`config.mk`:
```
export PLATFORM = sky130hd
export DESIGN_NAME = opc_top
export DESIGN_NICKNAME = d
export VERILOG_FILES = /design/src/opc_dds.v /design/src/opc_top.v
export VERILOG_INCLUDE_DIRS = /design/src /design/src/src
export SDC_FILE = /design/constraint.sdc
export NUM_CORES = 2
export LEC_CHECK = 0
export BUFFER_PORTS_ARGS = -buffer_cell sky130_fd_sc_hd__buf_2
export CORE_MARGIN = 8
export CORE_UTILIZATION = 45
export DETAILED_ROUTE_END_ITERATION = 6
export REMOVE_ABC_BUFFERS = 1
export SYNTH_ARGS = -nofsm -noshare
export SYNTH_HDL_FRONTEND = slang
export SYNTH_HIERARCHICAL = 1
export SYNTH_SLANG_ARGS = --single-unit
export TNS_END_PERCENT = 50
```
`constraint.sdc`:
```
create_clock -name i_clk -period 191.4 [get_ports i_clk]
set_input_delay 19.14 -clock i_clk [delete_from_list [all_inputs] [get_ports i_clk]]
set_output_delay 19.14 -clock i_clk [all_outputs]
set_load 0.02 [all_outputs]
```
`src/opc_defs.vh`:
```
// Register offsets, field positions, reset values and timing constants
`ifndef OPC_DEFS_VH
`define OPC_DEFS_VH
`define OPC_ADDR_HSTART 8'hc3
`define OPC_ADDR_PLL 8'hc4
`define OPC_ADDR_FIRSTADDR 8'hc5
`define OPC_ADDR_CTRL2 8'hcf
`define OPC_HSTART_RST 8'h12
`define OPC_PLL_RST 8'h00
`define OPC_FIRST_RST 8'h00
`define OPC_FIRST_MAX 8'hbf
`define OPC_CTRL2_RST 8'h02
`define OPC_CTRL2_TEST_CODE_ENABLE 4
`define OPC_CTRL2_RGB_HI 3
`define OPC_CTRL2_RGB_LO 1
`define OPC_PLL_BASE 10'h081
`define OPC_HS_MULT 2
`define OPC_ROW_LEN 11'h0c0
`define OPC_PHASE_W 24
`define OPC_SYS_HZ 50000000
`endif

```
`src/opc_dds.v`:
```
// Numerically controlled dot-clock generator locked to sync edges
`timescale 1ns/1ps
`include "opc_defs.vh"
module opc_dds (
  input wire i_clk,              // System clock
  input wire i_rstn,             // Synchronous reset, active low
  input wire i_hs_edge,          // Corrected sync leading edge pulse
  input wire [7:0] i_pll_setting, // Dot clock setting
  output reg o_tick              // One pulse per dot clock period
);
  reg [`OPC_PHASE_W-1:0] phase;
  reg [`OPC_PHASE_W-1:0] next_phase;
  reg [23:0] line_cnt;
  reg [9:0] dots_per_line;
  reg [33:0] prod;
  reg [33:0] quot;
  reg [`OPC_PHASE_W:0] sum;
  // Phase step = 2*(129+setting)*2^W/line_len, refreshed each line
  reg [`OPC_PHASE_W-1:0] step;
  always @*
  begin
    dots_per_line = (`OPC_PLL_BASE + {2'h0, i_pll_setting}) << 1;
    prod = {dots_per_line, 24'h000000};
    // Guard keeps the divider defined before the first full line
    quot = (line_cnt == 24'h000000) ? 34'h000000000 : prod / {10'h000, line_cnt};
    sum = {1'b0, phase} + {1'b0, step};
    next_phase = sum[`OPC_PHASE_W-1:0];
  end
  always @(posedge i_clk)
  begin
    if (!i_rstn)
    begin
      phase <= 24'h000000;
      line_cnt <= 24'h000000;
      step <= 24'h000000;
      o_tick <= 1'b0;
    end
    else if (i_hs_edge)
    begin
      phase <= 24'h000000;
      line_cnt <= 24'h000001;
      step <= quot[`OPC_PHASE_W-1:0];
      o_tick <= 1'b1;
    end
    else
    begin
      phase <= next_phase;
      if (line_cnt != 24'hffffff)
        line_cnt <= line_cnt + 24'h000001;
      o_tick <= sum[`OPC_PHASE_W];
    end
  end
endmodule // opc_dds

```
`src/opc_top.v`:
```
// OSD horizontal start, RAM start, frame colour and dot clock slice
// Behaviour
// - Seven-bit horizontal start, top bit unused
// - Display begins after twice start dot clocks, 256 when start is zero
// - First fetch address from start register, 0-191
// - Test code shows space ROM patterns
// - Bits 3..1 frame colour, blue at reset
// - Reserved control bits have no effect
// - Dot clock 2*fh*(129+setting)
// - Dot clock 4-12 MHz, 31.25 kHz steps
// - Loop references polarity-corrected sync
// - Setting register resets to zero
// - Colour bits are red green blue enables
// - Frame mode blanking active on scan lines
// - Polarity bit selects sync active level
`timescale 1ns/1ps
`include "opc_defs.vh"
module opc_top (
  input wire i_clk,                // 50 MHz system clock
  input wire i_rstn,               // Synchronous reset, active low
  input wire i_sfr_wr,             // Register write strobe
  input wire i_sfr_rd,             // Register read strobe
  input wire [7:0] i_sfr_addr,     // Register address
  input wire [7:0] i_sfr_wdata,    // Register write data
  input wire i_hsync,              // Horizontal sync pin
  input wire i_vsync,              // Vertical sync pin
  input wire i_hsync_polarity_select, // High: sync active high
  input wire i_vsync_polarity_select, // High: vsync active high
  input wire i_frame_mode,         // High: frame background mode
  input wire i_row_done,           // Renderer finished character row
  output reg [7:0] o_sfr_rdata,    // Register read data
  output reg o_sfr_hit,            // Read address decoded
  output reg o_dot_tick,           // Dot clock pulse
  output reg o_row_start,          // Character display start pulse
  output reg [7:0] o_first_addr,   // First display RAM address
  output reg o_test_code_enable,   // Space codes show ROM pattern
  output reg [2:0] o_frame_rgb,    // Frame background red green blue
  output reg o_fast_blanking_output, // Fast blanking, active high
  output reg o_polarity_corrected_hsync // Corrected sync level
);
  reg [7:0] horizontal_start_position;
  reg [7:0] dot_clock_pll_setting;
  reg [7:0] display_ram_first_address;
  reg [7:0] overlay_control_two;
  reg [1:0] hs_sync;
  reg [1:0] vs_sync;
  reg hs_prev;
  reg vs_prev;
  wire hs_level;
  wire vs_level;
  wire hs_edge;
  wire tick;
  reg [7:0] dot_cnt;
  reg counting;
  reg in_vretrace;
  reg in_hretrace;
  reg [7:0] next_rdata;
  reg next_hit;
  wire [7:0] start_dots;
  // Two-stage synchronisers; only stage two feeds logic
  always @(posedge i_clk)
  begin
    if (!i_rstn)
    begin
      hs_sync <= 2'h0;
      vs_sync <= 2'h0;
    end
    else
    begin
      hs_sync <= {hs_sync[0], i_hsync};
      vs_sync <= {vs_sync[0], i_vsync};
    end
  end
  assign hs_level = i_hsync_polarity_select ? hs_sync[1] : ~hs_sync[1];
  assign vs_level = i_vsync_polarity_select ? vs_sync[1] : ~vs_sync[1];
  assign hs_edge = hs_level & ~hs_prev;
  opc_dds u_dds (
    .i_clk(i_clk),
    .i_rstn(i_rstn),
    .i_hs_edge(hs_edge),
    .i_pll_setting(dot_clock_pll_setting),
    .o_tick(tick)
  );
  // Register writes
  always @(posedge i_clk)
  begin
    if (!i_rstn)
    begin
      horizontal_start_position <= `OPC_HSTART_RST;
      dot_clock_pll_setting <= `OPC_PLL_RST;
      display_ram_first_address <= `OPC_FIRST_RST;
      overlay_control_two <= `OPC_CTRL2_RST;
    end
    else if (i_sfr_wr)
    begin
      case (i_sfr_addr)
        `OPC_ADDR_HSTART: horizontal_start_position <= {1'b0, i_sfr_wdata[6:0]};
        `OPC_ADDR_PLL: dot_clock_pll_setting <= i_sfr_wdata;
        `OPC_ADDR_FIRSTADDR: display_ram_first_address <= i_sfr_wdata;
        `OPC_ADDR_CTRL2: overlay_control_two <= {3'h0, i_sfr_wdata[4:1], 1'b0};
        default: ;
      endcase
    end
  end
  always @*
  begin
    next_hit = 1'b1;
    case (i_sfr_addr)
      `OPC_ADDR_HSTART: next_rdata = horizontal_start_position;
      `OPC_ADDR_PLL: next_rdata = dot_clock_pll_setting;
      `OPC_ADDR_FIRSTADDR: next_rdata = display_ram_first_address;
      `OPC_ADDR_CTRL2: next_rdata = overlay_control_two;
      default:
      begin
        next_rdata = 8'h00;
        next_hit = 1'b0;
      end
    endcase
  end
  assign start_dots = {horizontal_start_position[6:0], 1'b0};
  // Start counter runs on dot ticks, restarted on each sync edge
  always @(posedge i_clk)
  begin
    if (!i_rstn)
    begin
      hs_prev <= 1'b0;
      vs_prev <= 1'b0;
      dot_cnt <= 8'h00;
      counting <= 1'b0;
      in_vretrace <= 1'b0;
      in_hretrace <= 1'b0;
      o_row_start <= 1'b0;
      o_dot_tick <= 1'b0;
      o_sfr_rdata <= 8'h00;
      o_sfr_hit <= 1'b0;
      o_first_addr <= 8'h00;
      o_test_code_enable <= 1'b0;
      o_frame_rgb <= 3'h1;
      o_fast_blanking_output <= 1'b0;
      o_polarity_corrected_hsync <= 1'b0;
    end
    else
    begin
      hs_prev <= hs_level;
      vs_prev <= vs_level;
      in_vretrace <= vs_level;
      in_hretrace <= hs_level;
      o_dot_tick <= tick;
      o_polarity_corrected_hsync <= hs_level;
      o_sfr_rdata <= i_sfr_rd ? next_rdata : 8'h00;
      o_sfr_hit <= i_sfr_rd & next_hit;
      // Out-of-range start address is clamped to the last location
      o_first_addr <= (display_ram_first_address > `OPC_FIRST_MAX) ?
        `OPC_FIRST_MAX : display_ram_first_address;
      o_test_code_enable <= overlay_control_two[`OPC_CTRL2_TEST_CODE_ENABLE];
      o_frame_rgb <= overlay_control_two[`OPC_CTRL2_RGB_HI:`OPC_CTRL2_RGB_LO];
      o_row_start <= 1'b0;
      if (hs_edge)
      begin
        dot_cnt <= 8'h00;
        counting <= 1'b1;
      end
      else if (counting && tick)
      begin
        if (dot_cnt + 8'h01 == start_dots)
        begin
          counting <= 1'b0;
          o_row_start <= 1'b1;
        end
        dot_cnt <= dot_cnt + 8'h01;
      end
      o_fast_blanking_output <= i_frame_mode & ~hs_level & ~vs_level;
    end
  end
endmodule // opc_top

```
## Yosys cells after proc, flatten, opt, wreduce, memory -nomap -nowiden

Index checks and enable logic that the tools add are counted.

- Register bits after elaboration: 138
- Input port bits: 26
- Output and inout bits: 25
- Word-level logic and storage cells: 74

- Add/subtract/negate cells: 4
- Divide/modulo/power cells: 1
- Order comparisons: 1
- Eq/ne operators: 6
- Mux-type cells: 13
- Bitwise gates (word level): 11
- Reductions and logical operators: 15

Operators by type and width:

| cell | count |
|---|---|
| divider 34 x 24 -> 34 bit | 1 |
| == test 8 bit, second input constant | 4 |
| one-hot mux 8 bit (4 select lines) | 1 |
| adder 24 x 24 -> 25 bit | 1 |
| adder 24 x 1 -> 24 bit, second input constant | 1 |
| zero test 24 bit | 1 |
| 2-to-1 mux 24 bit | 1 |
| != test 24 bit, second input constant | 1 |
| AND reduction 2 bit | 6 |
| 2-to-1 mux 1 bit | 10 |
| adder 8 x 8 -> 9 bit, first input constant | 1 |
| adder 8 x 1 -> 8 bit, second input constant | 1 |
| == test 8 bit | 1 |
| greater-than comparator 8 bit, second input constant | 1 |
| 2-to-1 mux 8 bit | 1 |
| inverter 1 bit | 7 |
| nonzero test 2 bit | 3 |
| bitwise AND 1 bit | 4 |
| OR reduction 2 bit | 2 |
| OR reduction 4 bit | 1 |
| OR reduction 3 bit | 1 |
| logical AND 1 bit | 1 |

## Logic depth before layout (Yosys ltp)

- Depth in word-level cells: 5
- Depth in mapped cells: 493
- Depth with buffers taken out: 451

## Modules after synthesis

Netlist, hierarchy kept.

Modules (own cells, without submodules):

| module | instances | cells an instance | area an instance (um^2) | sequential area each (um^2) |
|---|---|---|---|---|
| opc_dds | 1 | 5141 | 35622.9 | 1461.4 |
| opc_top | 1 | 256 | 2722.6 | 1301.2 |

## Least setup slack after synthesis

No wires, ideal clock.

- Kind: flip-flop to flip-flop
- Start: reg u_dds.line_cnt[0]
- End: reg u_dds.step[0]
- Setup time: 134 ps
- Arrival time: 92337 ps
- Data required time: 191266 ps
- Setup slack: 98929 ps
- Stages on the path, launching flop included: 465
- Buffers on the path: 56
- Clock period less this slack: 92471 ps
- Cell sequence: dfxtp_1 -> clkbuf_1 -> clkbuf_1 -> clkinv_1 -> buf_1 -> clkbuf_1 -> ha_1 -> and3_1 -> nor2_1 -> ha_1 -> o21ai_1 -> a21oi_1 -> nand3_1 -> or3b_2 -> o32a_1 -> nand2_1 -> ha_1 -> nand3_1 -> (+429 left out) -> nor3_2 -> clkbuf_1 -> nand2_1 -> o31ai_1 -> ha_1 -> a21oi_1 -> nor2b_1 -> o21ai_0 -> nand2b_1 -> a21oi_1 -> nor2b_1 -> o21ai_0 -> nand2b_1 -> a21oi_1 -> o311ai_0 -> a221oi_1 -> a21o_1 -> a41oi_1

- Longest elaborated chain between the ends: 2
- Elaborated cells between the ends (all ways): 3
- Classes of those cells: 1 x div; 1 x mux; 1 x reduce/logical

RTL lines:

| what | RTL line | RTL |
|---|---|---|
| from (decl) | opc_dds.v:13 | `reg [23:0] line_cnt;` |
| from (signal assigned) | opc_dds.v:49 | `line_cnt <= line_cnt + 24'h000001;` |
| divider 34 x 24 -> 34 bit or zero test 24 bit (tied branches) | opc_dds.v:25 | `quot = (line_cnt == 24'h000000) ? 34'h000000000 : prod / {10'h000, line_cnt};` |
| 2-to-1 mux 24 bit * | opc_dds.v:25 |  |
| to (signal assigned) | opc_dds.v:42 | `` step <= quot[`OPC_PHASE_W-1:0]; `` |
| to (decl) | opc_dds.v:19 | `` reg [`OPC_PHASE_W-1:0] step; `` |

Every way passes the cells marked *; elsewhere a longest branch is shown, timed or not.
A chain may end at the register's enable or synchronous reset.

## Worst setup path in the final report

- Start: reg u_dds.line_cnt[23]
- End: reg u_dds.step[0]

The elaborated chain is that of the path after synthesis.

==> flow_summary.ini <==
[run_status]
status = finished, final reports clean

[global_routing]
grt_antenna_before_repair = 1
grt_first_pass_wirelength_microns = 203000
first_global_vias = 37453
grt_max_degree = 53
grt_overflow = 0
grt.total_usage = 0.261

[yosys]
ys_ff_latch = 138
synth_edf_count = 0
synth_cell_types = 113
ys_seq_area_frac = 0.0720
yosys_warnings = 6
syn_area_sq_um = 38300
synthesis.instances = 5397
syn_avg_cell_area_sq_um = 7.10
synthArstFlopShare = 0
synth_flop_cell = dfxtp_1

[detailed_routing]
routed_wl_microns = 129000
wl_per_cell_microns = 19.7
viasPerCell = 6.12
drt_iter0_drc = 2960
vias = 39975
postRouteAntennaNets = 0
drc = 0
dr.pass1.iters = 7

[clock_tree]
cts_buffers = 17
worstSkewPairLatency_ps = 480
clk_pin_slew_ps = 80
cts_setup_buffers = 0
cts_htree_levels = 4
numClockSinks = 138
cts-root-buf = clkbuf_16
cts_tree = built
holdBufCountCts = 0
cts_buffer_depth = 2
post_cts_resized = 0

[worst_setup_path]
cpMostUsedCell = o21ai_0
critPathArrivalTime_ps = 108680
rr_worst_depth = 430
critPathCaptureType = flop
critPathRequiredTime_ps = 191740
cp-start-kind = flop
cpPeakStageDelay_ps = 900
crit_slowest_cell = o31a_1
path_max_fanout = 50
path_class = reg -> reg

[final_layout]
drive_gt1_frac = 0.0838
diodes = 0
post-route-util = 0.478
syn2layout_area_growth_pct = 5.75
fin_nets = 5955

[worst_hold_path]
hp-class = reg -> reg
hold_path_depth = 1

[timing]
fmax_mhz = 9.23
hold_viol = 0
fin_crit_sh = 0.566
tns_ps = 0
rsz0062_at_grt = false
slew_headroom = 0.240
setup_violations = 0
fin_skew_ps = 28.8
period_minus_slack_ps = 108340
tightest_slew_ps = 1140
drv_slew = 0

[floorplanning]
die_w_microns = 308
die_area_sq_um = 94800
boundaryPins = 51
core_area_sq_um = 84700
rows = 107
start_util = 0.452
die_h_microns = 308

[placement]
numPortBuffers = 49
place_congestion = 0.959
hpwl_microns = 98000

[run]
max_cap_violations = 0
==> worst max-delay path, delay by kind of cell (launching register included) <==
family / cells / cell delay [ps]
buffers and inverters: 22 / 5170
AOI/OAI and AO/OA: 277 / 67850
adders and majority gates: 34 / 10470
muxes: 8 / 2900
DFF: 1 / 510
and+or+nand+nor: 89 / 21070
==> per-layer routing <==
layer	track usage	up-vias	share of wire
met5	0	-	0
met2	0.457	1086	0.47
met4	0.0875	0	0.036
met3	0.0156	245	0.048
li1	-	20021	-
met1	0.340	18623	0.45
==> through the flow <==
step	hold slack, ps	cells	setup slack [ps]	cell area [sq um]
after floorplan	412	5248	92910	37700
after global placement	413	6504	85500	40000
after detailed placement	422	6504	85200	40000
after CTS	443	6536	84620	40500
after global routing	465	6536	73830	40500
final	441	6536	83060	40500
==> cells by family (layout without fill, tap and decap cells) <==
logic type | count (synthesis) | count (layout) | synth area share
AOI/OAI and AO/OA | 1838 | 1838 | 0.316
and+or+nand+nor | 1799 | 1799 | 0.229
adders and majority gates | 550 | 550 | 0.180
buffers and inverters | 436 | 431 | 0.0443
xor gates and xnor gates | 401 | 401 | 0.0918
muxes | 235 | 235 | 0.0674
DFF | 138 | 138 | 0.0720
==> registers in the layout (all words and copies together), names as in the netlist, 2 cells and up <==
signal	count
u_dds/line_cnt	24
u_dds/phase	24
u_dds/step	24
display_ram_first_address	8
dot_clock_pll_setting	8
dot_cnt	8
o_first_addr	8
o_sfr_rdata	8
horizontal_start_position	7
overlay_control_two	4
o_frame_rgb	3
hs_sync	2
vs_sync	2
==> cell usage in the layout, fill, tap and decap left out, types with 127 or more instances in the layout <==
cell type / count
a21o_1: 213
o21ai_0: 391
dfxtp_1: 137
xor2_1: 130
inv_1: 271
a21oi_1: 433
nand2_1: 480
mux2_2: 172
nor3_1: 127
xnor2_1: 270
nor2_1: 517
ha_1: 547
==> final cells by class <==
type                            instances  area (sq um)
Fill cell                            8663         44200
Multi-Input combinational cell       4823         34000
Sequential cell                       138          2760
Tap cell                             1144          1430
Inverter                              287          1080
Timing Repair Buffer                  112           718
Clock buffer                           17           425
Clock inverter                         15           173
==> path summary, 6_finish.rpt <==
| kind | startpoint | end | slack, ps |
|---|---|---|---|
| max | u_dds/line_cnt[23] | u_dds/step[0] | 83060 |
| min | hs_sync[0] | hs_sync[1] | 440 |
| max reg2reg | u_dds/line_cnt[23] | u_dds/step[0] | 83060 |
| min reg2reg | hs_sync[0] | hs_sync[1] | 440 |
==> cells in the mapped netlist, types with 26 or more instances <==
master	number	share of area
nor2_1	517	0.051
xor2_1	130	0.030
clkbuf_1	104	0.010
a21o_1	213	0.042
or2_2	30	0.0049
o211ai_1	54	0.011
mux2_2	172	0.051
nor3_1	127	0.017
a211oi_1	54	0.011
o31a_1	27	0.0062
nor2b_1	72	0.012
o21bai_1	50	0.0098
a21oi_1	433	0.057
nand3_1	126	0.016
mux2i_1	55	0.014
and2_1	49	0.0080
nor4_1	26	0.0042
a21boi_0	72	0.014
dfxtp_1	138	0.072
inv_1	280	0.027
nand2b_1	100	0.016
o21ai_0	391	0.051
o31ai_1	94	0.018
nand2_1	480	0.047
o21a_1	123	0.024
nand4_1	61	0.010
xnor2_1	270	0.062
and3_1	46	0.0075
a31oi_1	72	0.012
or3_1	51	0.0083
ha_1	548	0.18
Power is left out: the tool's default activity adds up to more than one toggle a clock period on the data nets, which glitch-free logic cannot reach.
